--- config.mk ---
export PLATFORM = sky130hd
export DESIGN_NAME = dpsm_top
export DESIGN_NICKNAME = d
export VERILOG_FILES = /design/src/hw/dpsm_pkg.sv /design/src/hw/dpsm_chan.sv /design/src/hw/dpsm_top.sv
export SDC_FILE = /design/constraint.sdc
export NUM_CORES = 1
export LEC_CHECK = 0
export ABC_AREA = 1
export BUFFER_PORTS_ARGS = -buffer_cell sky130_fd_sc_hd__buf_2
export CORE_MARGIN = 8
export CORE_UTILIZATION = 40
export CTS_CLUSTER_SIZE = 24
export DETAILED_ROUTE_END_ITERATION = 10
export GPL_TIMING_DRIVEN = 0
export PLACE_DENSITY = 0.66
export SLEW_MARGIN = 20
export SYNTH_ARGS = -nofsm -noshare
export SYNTH_HDL_FRONTEND = slang
export SYNTH_HIERARCHICAL = 1
export SYNTH_SLANG_ARGS = --single-unit
export TNS_END_PERCENT = 20
--- constraint.sdc ---
create_clock -name CLOCK_IN -period 5 [get_ports CLOCK_IN]
set_clock_uncertainty 0.2 [all_clocks]
set_input_delay 0.75 -clock CLOCK_IN [delete_from_list [all_inputs] [get_ports CLOCK_IN]]
set_output_delay 0.75 -clock CLOCK_IN [all_outputs]
set_load 0.1 [all_outputs]
--- src/hw/dpsm_pkg.sv ---
// dpsm_pkg: register map, field positions and reset values
// assumes word-indexed registers, byte address is four times the index
package dpsm_pkg;

  localparam int          NUM_CH        = 4;
  localparam int          ADDR_W        = 16;

  // register indices, byte address = index * 4
  localparam logic [11:0] IDX_IO_UPDATE = 12'h005;
  localparam logic [11:0] IDX_ANALOG_CTRL = 12'h405;
  localparam logic [11:0] IDX_PRESC_PWR = 12'h408;
  localparam logic [11:0] IDX_SYNC_CTRL = 12'h500;
  localparam logic [11:0] IDX_DRV_EN    = 12'h600;
  localparam logic [11:0] IDX_STATUS    = 12'h601;

  // prescaler divider power register
  localparam int          PWR_START_BIT = 4;
  localparam int          PWR_DUAL_BIT  = 2;
  localparam int          PWR_P2_BIT    = 1;
  localparam int          PWR_P1_BIT    = 0;
  localparam logic [7:0]  PWR_RST       = 8'h02;
  localparam logic [7:0]  PWR_WMASK     = 8'h17;

  // output channel sync control register
  localparam int          SYNC_MASK_LSB = 4;
  localparam int          SYNC_SRC_BIT  = 2;
  localparam int          SYNC_AUTO_LSB = 0;
  localparam logic [7:0]  SYNC_RST      = 8'h02;
  localparam logic [7:0]  SYNC_WMASK    = 8'hF7;

  // analog loop control register, only the sync bypass bit is held
  localparam int          ANALOG_SYNC_BIT = 3;
  localparam logic [7:0]  ANALOG_RST      = 8'h00;
  localparam logic [7:0]  ANALOG_WMASK    = 8'h08;

  localparam int          IO_UPD_BIT    = 0;
  localparam logic [7:0]  DRV_RST       = 8'h00;
  localparam logic [7:0]  DRV_WMASK     = 8'h0F;

  typedef enum logic [1:0] {
    AUTO_OFF   = 2'b00,
    AUTO_FREQ  = 2'b01,
    AUTO_PHASE = 2'b10,
    AUTO_RSVD  = 2'b11
  } dpsm_auto_type;

  typedef enum logic [1:0] {
    ST_HOLD = 2'b01,
    ST_FREE = 2'b10
  } dpsm_start_type;

  // write only the implemented bits, the rest keep their value
  function automatic logic [7:0] dpsm_merge(input logic [7:0] old_v,
                                            input logic [7:0] new_v,
                                            input logic [7:0] wmask);
    dpsm_merge = (old_v & ~wmask) | (new_v & wmask);
  endfunction : dpsm_merge

endpackage : dpsm_pkg

--- src/hw/dpsm_chan.sv ---
// dpsm_chan: run and sync-reset state of one output channel divider
// assumes the mask value that will be stored at this edge on nxt_mask_in
`timescale 1ns/1ps
`default_nettype none
module dpsm_chan (
  input  wire logic clk_in,        // block clock
  input  wire logic rst_n_in,      // async reset, active low
  input  wire logic nxt_mask_in,   // mask bit as stored at this edge
  input  wire logic sync_in,       // gated sync event
  output logic      run_out,       // divider may toggle
  output logic      sync_rst_out   // one-cycle divider sync reset
);

  logic run_ff;
  logic nxt_run;
  logic srst_ff;
  logic nxt_srst;

  always_comb begin
    nxt_srst = sync_in & ~nxt_mask_in;
    nxt_run  = run_ff | nxt_mask_in | nxt_srst;
  end

  always_ff @(posedge clk_in or negedge rst_n_in) begin
    if (!rst_n_in) begin
      run_ff  <= 1'b0;
      srst_ff <= 1'b0;
    end else begin
      run_ff  <= nxt_run;
      srst_ff <= nxt_srst;
    end
  end

  assign run_out      = run_ff;
  assign sync_rst_out = srst_ff;
endmodule : dpsm_chan
`default_nettype wire

--- src/hw/dpsm_top.sv ---
// dpsm_top: prescaler power-down and output channel sync mask control
// assumes an APB master on CLOCK_IN; status pins arrive asynchronously
//
// Design decision made here: the APB register port.
`timescale 1ns/1ps
`default_nettype none
module dpsm_top
  import dpsm_pkg::*;
(
  input  wire logic              CLOCK_IN,        // 50 MHz clock
  input  wire logic              RST_N_IN,        // async reset, active low
  input  wire logic              PSEL_IN,         // apb select
  input  wire logic              PENABLE_IN,      // apb enable
  input  wire logic              PWRITE_IN,       // apb write
  input  wire logic [ADDR_W-1:0] PADDR_IN,        // apb byte address
  input  wire logic [31:0]       PWDATA_IN,       // apb write data
  output logic      [31:0]       PRDATA_OUT,      // apb read data
  output logic                   PREADY_OUT,      // apb ready
  output logic                   PSLVERR_OUT,     // apb error
  input  wire logic              FB_DETECT_IN,    // analog loop feedback seen
  input  wire logic              ANALOG_LOCK_IN,  // analog loop calibrated, locked
  input  wire logic              FREQ_LOCK_IN,    // digital loop frequency lock
  input  wire logic              PHASE_LOCK_IN,   // digital loop phase lock
  input  wire logic              REF_SYNC_IN,     // active reference sync edge
  output logic                   PRESC1_PD_OUT,   // first prescaler powered down
  output logic                   PRESC2_PD_OUT,   // second prescaler powered down
  output logic      [NUM_CH-1:0] CHAN_RUN_OUT,    // channel divider may toggle
  output logic      [NUM_CH-1:0] CHAN_SYNC_OUT,   // channel sync reset pulse
  output logic      [NUM_CH-1:0] CHAN_DRV_EN_OUT  // channel driver enable
);

  localparam int NSYNC = 5;

  // apb slave state
  logic        pready_ff;
  logic        nxt_pready;
  logic        pslverr_ff;
  logic        nxt_pslverr;
  logic [31:0] prdata_ff;
  logic [31:0] nxt_prdata;

  // registers
  logic [7:0]  pwr_ff;
  logic [7:0]  nxt_pwr;
  logic [7:0]  sync_ff;
  logic [7:0]  nxt_sync;
  logic [7:0]  analog_ff;
  logic [7:0]  nxt_analog;
  logic [7:0]  drv_ff;
  logic [7:0]  nxt_drv;

  // pin synchronisers and edge history
  logic [NSYNC-1:0] s1_ff;
  logic [NSYNC-1:0] s2_ff;
  logic [NSYNC-1:0] s3_ff;

  dpsm_start_type st_ff;
  dpsm_start_type nxt_st;
  logic        pd1_ff;
  logic        nxt_pd1;
  logic        pd2_ff;
  logic        nxt_pd2;

  logic [11:0] idx;
  logic        hit;
  logic        setup;
  logic        wr_go;
  logic        io_upd;
  logic        fb_s;
  logic        analog_lock_s;
  logic        frq_rise;
  logic        phs_rise;
  logic        ref_rise;
  logic        sync_gate;
  logic        src_evt;
  logic        auto_evt;
  logic        sync_evt;
  logic        hold_on;
  logic [3:0]  mask_w;
  logic [7:0]  status_w;

  assign idx   = PADDR_IN[13:2];
  assign setup = PSEL_IN & ~PENABLE_IN;
  assign wr_go = PSEL_IN & PENABLE_IN & PWRITE_IN & pready_ff & ~pslverr_ff;

  always_comb begin
    unique case (idx)
      IDX_IO_UPDATE,
      IDX_ANALOG_CTRL,
      IDX_PRESC_PWR,
      IDX_SYNC_CTRL,
      IDX_DRV_EN,
      IDX_STATUS:    hit = (PADDR_IN[15:14] == 2'h0) && (PADDR_IN[1:0] == 2'h0);
      default:       hit = 1'b0;
    endcase
  end

  // apb: no wait states, answer in the access phase
  always_comb begin
    nxt_pready  = setup;
    nxt_pslverr = setup & ~hit;
    nxt_prdata  = prdata_ff;
    if (setup) begin
      nxt_prdata = 32'h0000_0000;
      if (hit && !PWRITE_IN) begin
        unique case (idx)
          IDX_ANALOG_CTRL: nxt_prdata = {24'h00_0000, analog_ff};
          IDX_PRESC_PWR: nxt_prdata = {24'h00_0000, pwr_ff};
          IDX_SYNC_CTRL: nxt_prdata = {24'h00_0000, sync_ff};
          IDX_DRV_EN:    nxt_prdata = {24'h00_0000, drv_ff};
          IDX_STATUS:    nxt_prdata = {24'h00_0000, status_w};
          default:       nxt_prdata = 32'h0000_0000;
        endcase
      end
    end
  end

  always_ff @(posedge CLOCK_IN or negedge RST_N_IN) begin
    if (!RST_N_IN) begin
      pready_ff  <= 1'b0;
      pslverr_ff <= 1'b0;
      prdata_ff  <= 32'h0000_0000;
    end else begin
      pready_ff  <= nxt_pready;
      pslverr_ff <= nxt_pslverr;
      prdata_ff  <= nxt_prdata;
    end
  end

  // register writes
  always_comb begin
    nxt_pwr    = pwr_ff;
    nxt_sync   = sync_ff;
    nxt_analog = analog_ff;
    nxt_drv    = drv_ff;
    if (wr_go) begin
      unique case (idx)
        IDX_PRESC_PWR: nxt_pwr  = dpsm_merge(pwr_ff, PWDATA_IN[7:0], PWR_WMASK);
        IDX_SYNC_CTRL: nxt_sync = dpsm_merge(sync_ff, PWDATA_IN[7:0], SYNC_WMASK);
        IDX_ANALOG_CTRL: nxt_analog = dpsm_merge(analog_ff, PWDATA_IN[7:0], ANALOG_WMASK);
        IDX_DRV_EN:    nxt_drv  = dpsm_merge(drv_ff, PWDATA_IN[7:0], DRV_WMASK);
        default:       nxt_pwr  = pwr_ff;
      endcase
    end
  end

  always_ff @(posedge CLOCK_IN or negedge RST_N_IN) begin
    if (!RST_N_IN) begin
      pwr_ff  <= PWR_RST;
      sync_ff <= SYNC_RST;
      analog_ff <= ANALOG_RST;
      drv_ff  <= DRV_RST;
    end else begin
      pwr_ff  <= nxt_pwr;
      sync_ff <= nxt_sync;
      analog_ff <= nxt_analog;
      drv_ff  <= nxt_drv;
    end
  end

  // two-flop synchronisers, third stage only for edge detection
  always_ff @(posedge CLOCK_IN or negedge RST_N_IN) begin
    if (!RST_N_IN) begin
      s1_ff <= '0;
      s2_ff <= '0;
      s3_ff <= '0;
    end else begin
      s1_ff <= {REF_SYNC_IN, PHASE_LOCK_IN, FREQ_LOCK_IN, ANALOG_LOCK_IN, FB_DETECT_IN};
      s2_ff <= s1_ff;
      s3_ff <= s2_ff;
    end
  end

  assign fb_s          = s2_ff[0];
  assign analog_lock_s = s2_ff[1];
  assign frq_rise      = s2_ff[2] & ~s3_ff[2];
  assign phs_rise      = s2_ff[3] & ~s3_ff[3];
  assign ref_rise      = s2_ff[4] & ~s3_ff[4];

  // start-up hold of the prescalers
  always_comb begin
    nxt_st = st_ff;
    unique case (st_ff)
      ST_HOLD: if (fb_s) begin
        nxt_st = ST_FREE;
      end
      ST_FREE: nxt_st = ST_FREE;
      default: nxt_st = ST_HOLD;
    endcase
  end

  always_comb begin
    hold_on = (nxt_st == ST_HOLD) & ~nxt_pwr[PWR_START_BIT];
    nxt_pd1 = nxt_pwr[PWR_P1_BIT] | nxt_pwr[PWR_DUAL_BIT] | hold_on;
    nxt_pd2 = nxt_pwr[PWR_P2_BIT] | nxt_pwr[PWR_DUAL_BIT] | hold_on;
  end

  always_ff @(posedge CLOCK_IN or negedge RST_N_IN) begin
    if (!RST_N_IN) begin
      st_ff  <= ST_HOLD;
      pd1_ff <= 1'b1;
      pd2_ff <= 1'b1;
    end else begin
      st_ff  <= nxt_st;
      pd1_ff <= nxt_pd1;
      pd2_ff <= nxt_pd2;
    end
  end

  // sync event generation
  assign io_upd = wr_go & (idx == IDX_IO_UPDATE) & PWDATA_IN[IO_UPD_BIT];

  always_comb begin
    src_evt = sync_ff[SYNC_SRC_BIT] ? ref_rise : io_upd;
    unique case (dpsm_auto_type'(sync_ff[SYNC_AUTO_LSB +: 2]))
      AUTO_FREQ:  auto_evt = frq_rise;
      AUTO_PHASE: auto_evt = phs_rise;
      default:    auto_evt = 1'b0;
    endcase
    sync_gate = analog_ff[ANALOG_SYNC_BIT] | analog_lock_s;
    sync_evt  = sync_gate & (src_evt | auto_evt);
  end

  assign mask_w   = sync_ff[SYNC_MASK_LSB +: NUM_CH];
  assign status_w = {1'b0, (st_ff == ST_HOLD), pd2_ff, pd1_ff, CHAN_RUN_OUT};

  genvar ch;
  generate
    for (ch = 0; ch < NUM_CH; ch++) begin : g_chan
      dpsm_chan u_chan (
        .clk_in       (CLOCK_IN),
        .rst_n_in     (RST_N_IN),
        .nxt_mask_in  (nxt_sync[SYNC_MASK_LSB + ch]),
        .sync_in      (sync_evt),
        .run_out      (CHAN_RUN_OUT[ch]),
        .sync_rst_out (CHAN_SYNC_OUT[ch])
      );
    end
  endgenerate

  assign PRDATA_OUT      = prdata_ff;
  assign PREADY_OUT      = pready_ff;
  assign PSLVERR_OUT     = pslverr_ff;
  assign PRESC1_PD_OUT   = pd1_ff;
  assign PRESC2_PD_OUT   = pd2_ff;
  assign CHAN_DRV_EN_OUT = drv_ff[NUM_CH-1:0];
endmodule : dpsm_top
`default_nettype wire

==> summary.md, run 1 <==
| Metric | Value |
|---|---|
| Hold crit path type | `reg -> reg` |
| Register clock-pin slew on the reported worst setup and hold paths | `0.09 ns` |
| CP required | `between 5 and 6 ns` |
| Status | `finished, final reports clean` |
| Router iterations before antenna repair | `4` |
| # Post-CTS Setup Buffers | `0` |
| Vias post-DR | `2055` |
| Flops & latches, synth | `51` |
| Startpoint Class | `input port` |
| Arrival time worst endpoint | `2.40 ns` |
| Antenna violations before repair | `0` |
| Worst-margin pin slew | `~0.68 ns` |
| CTS Buf Count | `5` |
| F_max | `0.4228 GHz` |
| Final Total Pwr | `0.001060 W` |
| DRC violations left | `0` |
| Clock root buffer | `clkbuf_8` |
| ANT cells | `0` |
| CTS Sinks | `51` |
| Peak VDD IR | `0.0001696 V` |
| Post-Syn Area | `2608 um^2` |
| Vias per std cell | `about 4.4` |
| Die extent in y | `96.74 um` |
| Grt ovf | `0` |
| Mean Syn Cell Area | `8.692 um^2` |
| Hold Buf Count CTS | `0` |
| Crit Path Category | `in -> reg` |
| RSZ-0062 raised after global routing | `no` |
| Endpoint type of the worst setup path | `register` |
| Syn-to-layout area delta | `23.13%` |
| Core Rows | `29` |
| IO Port Bufs | `57` |
| Synthesized instance count | `300` |
| TritonCTS clock tree | `done` |
| Initial DRC count | `126` |
| GRT Overall Usage | `0.1253` |
| Final slew viol count | `0` |
| Core ar. | `roughly 6300 um^2` |
| Fin crit share | `0.4730` |
| Most frequent cells in the layout | `70 x nand2_1, 56 x buf_2, 46 x dfrtp_1, 43 x nor2_1, 29 x inv_1` |
| Final hold viol count | `0` |
| Nets | `~450` |
| Synthesis Warnings | `6` |
| Synth unique cells | `28` |
| Final min period | `between 2 and 2.5 ns` |
| Later-pin clock latency in the skew report | `0.30 ns` |
| Largest net degree at the start of global routing | `52` |
| Leakage power | `1.850 nW` |
| Pwr Density | `330.3 nW/um^2` |
| H-tree depth | `2` |
| Placer congestion estimate | `0.8111` |
| Share of layout cells above drive strength 1 | `0.3325` |
| Antenna viol nets, final | `0` |
| Vias in the first global route | `2159` |
| DIE AREA | `9359 um^2` |
| DR WL/cell | `12.10 um` |
| Rel. slew slack | `0.5499` |
| Max Cap Viol | `0` |
| Final setup fails | `0` |
| Commonest non-fill, non-tap cell in the layout | `nand2_1` |
| Critical Path Fanout Max | `8` |
| First-pass GRT wire length | `9887 um` |
| Post_cts resized | `0` |
| Sequential cell area fraction in the yosys report | `0.4918` |
| Final setup TNS | `0 ns` |
| Filler cells | `639` |
| Initial core utilization | `0.4130` |
| CTS Buffer Depth | `2` |
| Dpl hpwl | `4588 um` |
| Drt total wl | `around 5600 um` |
| Top Ports | `~110` |
| Die width | `96.74 um` |
critical path: stages:
cell	delay [ns]
buf_2	0.11
inv_1	0.06
nand2_1	0.05
nor2_1	0.22
nand2_1	0.09
nor2_1	0.18
nand4_1	0.14
a21oi_1	0.56
inv_1	0.12
nor2_2	0.10
cells by family after synthesis:
logic type | count (synthesis) | synth area share
flip-flops | 51 | 0.4918
AO/OA/AOI/OAI | 19 | 0.04030
AND/OR/NAND/NOR | 159 | 0.2946
multiplexers | 6 | 0.03167
adder cells (fa/ha/maj) | 4 | 0.01919
buffers and inverters | 60 | 0.1209
other | 1 | 0.001438
cells in the mapped netlist (all sizes together):
cell type / instances / area, um^2
a21oi: 7 / 35.03
and2: 2 / 12.51
buf: 24 / 180.2
clkinv: 2 / 7.510
conb: 1 / 3.750
dfrtp: 46 / 1151
dfstp: 5 / 131.4
ha: 4 / 50.05
inv: 34 / 127.6
mux2: 6 / 82.58
nand2: 80 / 355.3
nand3: 16 / 80.08
nand3b: 2 / 15.01
nand4: 1 / 6.260
nor2: 57 / 292.8
nor4: 1 / 6.260
o21a: 2 / 15.01
o21ai: 9 / 48.79
o22ai: 1 / 6.260
area by class of cell:
type	count	area [um^2]	share of cell area
inverters	36	135.1	0.04209
well taps	77	96.34	0.03001
plain buffers	24	180.2	0.05612
repair buffers	57	287.8	0.08963
flip-flops and latches	51	1282	0.3995
multi-input cells	212	1096	0.3414
clock inverters	2	60.06	0.01871
clock buffers	6	72.57	0.02260
per-stage QoR:
step,std cells,setup slack (ns),util,hold WS [ns],instance area (um^2)
floorplan,323,2.595,-,0.1312,2694
global placement,457,2.387,0.4871,0.1331,3075
detailed placement,457,2.339,0.4871,0.1347,3075
CTS,465,2.636,0.5081,0.1554,3208
global route,465,2.404,0.5085,0.1667,3211
finish,465,2.635,0.5085,0.1518,3211
flip-flops by register name, indices dropped and copies added, names as in the netlist:
register,count
g_chan.u_chan/sync_rst_out,4
PRESC1_PD_OUT,1
analog_ff,1
s2_ff,5
st_ff,2
g_chan.u_chan/run_out,4
PRDATA_OUT,8
drv_ff,4
PRESC2_PD_OUT,1
s3_ff,3
PREADY_OUT,1
s1_ff,5
PSLVERR_OUT,1
sync_ff,7
pwr_ff,4
routing by layer:
layer / up-vias / track usage / share of wire
li1: 1047 / - / -
met1: 912 / 0.1530 / 0.45
met2: 87 / 0.1990 / 0.44
met3: 9 / 0.05334 / 0.099
met4: 0 / 0.02959 / 0.010
met5: - / 0 / 0
where the power goes:
part	leakage, nW	switching [W]	internal [W]
Combinational	1.16	0.000223	0.0000530
Sequential	0.626	0.0000119	0.000445
Clock	0.0654	0.000128	0.000200
Total	1.85	0.000363	0.000698
worst paths after layout:
check | startpoint | endpoint | slack [ns] | cells after the start
max in group asynchronous | RST_N_IN | PRDATA_OUT[0] | 3.92 | 1
worst max register to register | PSLVERR_OUT | g_chan[3].u_chan/sync_rst_out | 2.84 | 7
min in group asynchronous | RST_N_IN | s2_ff[2] | 0.26 | 1
worst min register to register | s1_ff[1] | s2_ff[1] | 0.15 | 0
worst min-delay path | s1_ff[1] | s2_ff[1] | 0.15 | 0
worst max-delay path | PADDR_IN[5] | g_chan[3].u_chan/sync_rst_out | 2.63 | 10
(Power assumes the default switching activity.)
==> run 2: changes to the inputs <==
- clock period: 5 -> 2.41 ns (I/O delays scaled with it)
==> run 2 against run 1 <==
Sequential share of layout area shrank 0.73 points. Sequential power grew 110%. Design area grew 1.9%. Count of clock-buffer cells in the layout is the same. Global-route usage grew 0.12 points. Wire length grew 0.89%. Hold slack lost 0.035 ns.
==> summary.md, run 2 (synthesis results as in run 1) <==
| Metric | Value |
|---|---|
| Endpoint type of the worst setup path | `register` |
| # Post-CTS Setup Buffers | `0 (unchanged)` |
| Antenna violations before repair | `0 (unchanged)` |
| H-tree depth | `2 (unchanged)` |
| CTS Sinks | `51 (unchanged)` |
| Sequential power share | `0.430 (about the same)` |
| Final setup TNS | `0 ns (unchanged)` |
| Worst-margin pin slew | `0.6624 ns (-0.01267 ns)` |
| CP required | `2.44 ns (-2.60 ns)` |
| Clock root buffer | `clkbuf_8` |
| Sw frac | `0.3407 (-0.001174)` |
| Finished Cell Area | `3271 um^2 (+1.9%)` |
| Placer congestion estimate | `0.8111 (unchanged)` |
| Layout Cells excl Fill | `471 (+1.3%)` |
| DR WL/cell | `12.05 um (-0.40%)` |
| Crit Path Category | `reg -> reg` |
| Hold crit path type | `in -> reg` |
| Later-pin clock latency in the skew report | `0.30 ns (about the same)` |
| F_max | `0.4676 GHz` |
| GRT Overall Usage | `0.1265 (+0.001205)` |
| Hold WS | `0.1163 ns (-0.03549 ns)` |
| Core Rows | `29 (unchanged)` |
| Router iterations before antenna repair | `4 (unchanged)` |
| Vias post-DR | `2076 (+1.0%)` |
| Logic pwr share | `0.263 (+0.003)` |
| Internal Power | `0.001454 W (+110%)` |
| First-pass GRT wire length | `9998 um (+1.1%)` |
| Vias in the first global route | `2179 (+0.93%)` |
| Drt total wl | `5677 um (+0.89%)` |
| Antenna viol nets, final | `0 (unchanged)` |
| Vias per std cell | `4.408 (-0.27%)` |
| Final min period | `2.139 ns` |
| Max reg flops | `8 (unchanged)` |
| Syn-to-layout area delta | `25.43%` |
| Psw | `0.0007515 W (+110%)` |
| Fin crit share | `0.8874` |
| Peak VDD IR | `0.0003525 V (+110%)` |
| Final slew viol count | `0 (unchanged)` |
| Final hold viol count | `0 (unchanged)` |
| Max Cap Viol | `0 (unchanged)` |
| Rel. slew slack | `0.5584 (+0.008447)` |
| Die width | `96.74 um (unchanged)` |
| Nets | `455 (+1.3%)` |
| Critical Path Fanout Max | `8 (unchanged)` |
| DRC violations left | `0 (unchanged)` |
| Dpl hpwl | `4588 um (unchanged)` |
| Initial DRC count | `111 (-12%)` |
| Final setup fails | `0 (unchanged)` |
| ANT cells | `0 (unchanged)` |
| Placed Cells incl. Taps | `457 (unchanged)` |
| Final core utilization | `0.5180 (+0.009512)` |
| Post-placement cell area | `3075 um^2 (unchanged)` |
| TritonCTS clock tree | `done` |
| Status | `finished, final reports clean` |
| Leakage power | `1.875 nW (+1.4%)` |
| Startpoint Class | `register` |
| Grt ovf | `0 (unchanged)` |
| CTS Buf Count | `5 (unchanged)` |
| Core ar. | `6314 um^2 (unchanged)` |
| Largest net degree at the start of global routing | `52 (unchanged)` |
| Most frequent cells in the layout | `70 x nand2_1, 56 x buf_2, 46 x dfrtp_1, 43 x nor2_1, 29 x inv_1` |
| Share of layout cells above drive strength 1 | `0.3274 (-0.005063)` |
| Filler cells | `633 (-0.94%)` |
| Clock Power Share | `0.307 (-0.002)` |
| Commonest non-fill, non-tap cell in the layout | `nand2_1` |
| Arrival time worst endpoint | `2.17 ns (-0.23 ns)` |
| Pwr Density | `674.4 nW/um^2 (+100%)` |
| DIE AREA | `9359 um^2 (unchanged)` |
| Initial core utilization | `0.4130 (unchanged)` |
| CTS Buffer Depth | `2 (unchanged)` |
| Die extent in y | `96.74 um (unchanged)` |
| Top Ports | `106 (unchanged)` |
| RSZ-0062 raised after global routing | `no` |
| Register clock-pin slew on the reported worst setup and hold paths | `0.09 ns (about the same)` |
| IO Port Bufs | `57 (unchanged)` |
-- run 2: cell count changes in the layout (fill, tap and decap cells not counted), sizes merged --
cell         before  now
dlygate4sd3       0    6
-- run 2: layout make-up --
cell class / count / area, um^2 / area share
sequential: 51 / 1282 / 0.3921
multi-input combinational: 212 / 1096 / 0.3351
timing repair buffer: 63 / 347.8 / 0.1064
buffer: 24 / 180.2 / 0.05509
inverter: 36 / 135.1 / 0.04132
tap: 77 / 96.34 / 0.02946
clock buffer: 6 / 72.57 / 0.02219
clock inverter: 2 / 60.06 / 0.01836
-- run 2: worst max-delay path, stage by stage, from the launching register on --
cell and delay (ns):
dfrtp_1 0.38, nor2_1 0.10, nand3_1 0.29, inv_2 0.21
nand4_1 0.13, a21oi_1 0.55, inv_1 0.12, nor2_2 0.10
-- run 2: worst paths after layout --
path / startpoint / to / slack [ns] / depth (start not counted)
max: PSLVERR_OUT / g_chan[3].u_chan/sync_rst_out / 0.27 / 7
min reg2reg: s1_ff[1] / s2_ff[1] / 0.15 / 0
min in group asynchronous: RST_N_IN / s2_ff[2] / 0.42 / 2
max reg2reg: PSLVERR_OUT / g_chan[3].u_chan/sync_rst_out / 0.27 / 7
max in group asynchronous: RST_N_IN / PRDATA_OUT[0] / 1.18 / 2
min: PWDATA_IN[3] / drv_ff[3] / 0.12 / 2
-- run 2: stage by stage --
step | total power [W] | worst slack, ns
floorplan | 0.001433 | 0.004681
global placement | 0.001523 | 0.1860
detailed placement | 0.001540 | 0.1372
CTS | 0.002230 | 0.2173
global route | 0.002319 | 0.04594
finish | 0.002206 | 0.2714
-- run 2: power groups by stage --
stage / clock network (W) / logic (W) / registers [W]
final: 0.000678 / 0.000580 / 0.000948
after global routing: 0.000742 / 0.000621 / 0.000955
after global placement: 0 / 0.000563 / 0.000960
after floorplan: 0 / 0.000301 / 0.00113
after CTS: 0.000700 / 0.000582 / 0.000948
after detailed placement: 0 / 0.000576 / 0.000965
-- run 2: layer usage --
metal  track usage  share of wire  up-vias
li1              -              -     1058
met1        0.1517           0.45      933
met2        0.2031           0.45       81
met3       0.05548          0.097        4
met4       0.02959         0.0048        0
met5             0              0        -
-- run 2: repair_timing --
action / 4_1_cts / 5_1_grt
hold endpoints to repair: 5 / 46
resized for setup: 0 / 0
hold buffers: 5 / 1
==> run 3: changes to the inputs <==
- REMOVE_ABC_BUFFERS: default -> 1
==> run 3 against run 2 <==
Cell count is 5.1% lower. Sequential cell count stayed put. Register-to-register slack is essentially flat. First-iteration DRC count fell by 67%. Critical path type unchanged. Largest cell class unchanged.
==> summary.md, run 3 (synthesis results as in run 1) <==
| Metric | Value |
|---|---|
| Final hold viol count | `0 (unchanged)` |
| Register area | `1282 um^2 (unchanged)` |
| Arrival time worst endpoint | `2.18 ns (about the same)` |
| Final setup TNS | `0 ns (unchanged)` |
| Antenna violations before repair | `0 (unchanged)` |
| Die width | `96.74 um (unchanged)` |
| CTS Buffer Depth | `2 (unchanged)` |
| Crit Path Category | `reg -> reg` |
| First-pass GRT wire length | `9784 um (-2.1%)` |
| Top Ports | `106 (unchanged)` |
| Grt ovf | `0 (unchanged)` |
| Worst-margin pin slew | `0.6489 ns (-0.01355 ns)` |
| Drt total wl | `5495 um (-3.2%)` |
| Largest net degree at the start of global routing | `52 (unchanged)` |
| Final slew viol count | `0 (unchanged)` |
| Startpoint Class | `register` |
| Peak VDD IR | `0.0004361 V (+24%)` |
| Most frequent cells in the layout | `70 x nand2_1, 56 x buf_2, 46 x dfrtp_1, 43 x nor2_1, 29 x inv_1` |
| Hold endpoint | `sync_ff[7]` |
| DR WL/cell | `12.29 um (+2.0%)` |
| Vias post-DR | `1963 (-5.4%)` |
| RSZ-0062 raised after global routing | `no` |
| Finished Cell Area | `3094 um^2 (-5.4%)` |
| Post-placement cell area | `2898 um^2 (-5.8%)` |
| Area of the multi-input gates | `1096 um^2 (unchanged)` |
| Initial core utilization | `0.4130 (unchanged)` |
| Later-pin clock latency in the skew report | `0.30 ns (about the same)` |
| FF-to-FF End | `g_chan[1].u_chan/sync_rst_out` |
| Share of layout cells above drive strength 1 | `0.2865 (-0.04092)` |
| Router iterations before antenna repair | `4 (unchanged)` |
| TritonCTS clock tree | `done` |
| F_max | `0.4659 GHz (-0.36%)` |
| IO Port Bufs | `57 (unchanged)` |
| Setup WS pre-CTS | `0.1612 ns (+0.02405 ns)` |
| Hold crit path type | `in -> reg` |
| Leakage power | `1.743 nW (-7.0%)` |
| Worst Setup SP | `PSLVERR_OUT` |
| CTS Buf Count | `5 (unchanged)` |
| GRT Overall Usage | `0.1209 (-0.005617)` |
| CTS Sinks | `51 (unchanged)` |
| Nets | `431 (-5.3%)` |
| Die extent in y | `96.74 um (unchanged)` |
| Endpoint type of the worst setup path | `register` |
| Antenna viol nets, final | `0 (unchanged)` |
| Register clock-pin slew on the reported worst setup and hold paths | `0.09 ns (about the same)` |
| Fin crit share | `0.8906 (+0.003176)` |
| Max Cap Viol | `0 (unchanged)` |
| Final setup fails | `0 (unchanged)` |
| Hold path start | `PWDATA_IN[7]` |
| Clock root buffer | `clkbuf_8` |
| Initial DRC count | `37 (-67%)` |
| Dpl hpwl | `4426 um (-3.5%)` |
| Filler cells | `619 (-2.2%)` |
| DRC violations left | `0 (unchanged)` |
| ANT cells | `0 (unchanged)` |
| Reg-to-reg startpoint | `PSLVERR_OUT` |
| Final core utilization | `0.4901 (-0.02794)` |
| CP required | `2.44 ns (about the same)` |
| # Post-CTS Setup Buffers | `0 (unchanged)` |
| DIE AREA | `9359 um^2 (unchanged)` |
| Worst reg-to-reg setup slack | `0.26 ns (about the same)` |
| Max reg flops | `8 (unchanged)` |
| Pwr Density | `708.0 nW/um^2 (+5.0%)` |
| Vias in the first global route | `2102 (-3.5%)` |
| Vias per std cell | `4.391 (-0.37%)` |
| Rel. slew slack | `0.5674 (+0.009037)` |
| Status | `finished, final reports clean` |
| Fin worst setup slack | `0.2637 ns (-0.007654 ns)` |
| Syn-to-layout area delta | `18.67%` |
| Final min period | `2.146 ns (+0.007654 ns)` |
| Commonest non-fill, non-tap cell in the layout | `nand2_1` |
| Hold Path Depth | `2 (unchanged)` |
| Placer congestion estimate | `0.8495 (+4.7%)` |
| FF-to-FF path depth | `7 (unchanged)` |
| Core ar. | `6314 um^2 (unchanged)` |
| Core Rows | `29 (unchanged)` |
| H-tree depth | `2 (unchanged)` |
| Critical Path Fanout Max | `8 (unchanged)` |
-- run 3: worst max-delay path by stage --
stage	endpoint	slack, ns	cells past startpoint
final	g_chan[1].u_chan/sync_rst_out	0.26	7
after global routing	g_chan[0].u_chan/sync_rst_out	0.03	8
after CTS	g_chan[1].u_chan/sync_rst_out	0.24	7
after detailed placement	g_chan[1].u_chan/sync_rst_out	0.16	10
after global placement	g_chan[0].u_chan/sync_rst_out	0.15	10
after floorplan	g_chan[0].u_chan/sync_rst_out	0.005	8
-- run 3: repair_timing --
item | 4_1_cts | 5_1_grt
setup endpoints to repair | 0 | 0
gates resized for setup | 0 | 0
hold endpoints to repair | 51 | 0
hold buffers | 6 | 0
-- run 3: layer usage --
metal | up-vias | track usage | share of wire
li1 | 1011 | - | -
met1 | 870 | 0.1375 | 0.43
met2 | 74 | 0.2036 | 0.46
met3 | 8 | 0.05121 | 0.094
met4 | 0 | 0.02959 | 0.015
met5 | - | 0 | 0
-- run 3: layout make-up --
class / count / area share
multi-input cells: 212 / 0.3542
clock buffers: 5 / 0.02224
inverters: 36 / 0.04367
clock inverters: 3 / 0.02184
well taps: 77 / 0.03114
repair buffers: 63 / 0.1124
flip-flops and latches: 51 / 0.4145
-- run 3: worst max-delay path, cell delays in order (launching register included) --
cell	delay (ns)
dfrtp_1	0.39
nor2_1	0.10
nand3_1	0.29
inv_2	0.20
nand4_1	0.13
a21oi_1	0.54
inv_1	0.12
nor2_2	0.10
-- run 3: power breakdown --
group / total, W / leakage, nW / switching (W) / internal, W
clock network: 0.000691 / 0.0644 / 0.000277 / 0.000414
logic: 0.000552 / 1.05 / 0.000460 / 0.0000915
registers: 0.000948 / 0.626 / 0.0000246 / 0.000923
-- run 3: through the flow --
step	power, W	hold slack (ns)	cells
after floorplan	0.001402	-0.1341	299
after global placement	0.001499	0.1316	433
after detailed placement	0.001512	0.1347	433
after CTS	0.002216	0.1084	447
after global routing	0.002287	0.1152	447
final	0.002191	0.1194	447
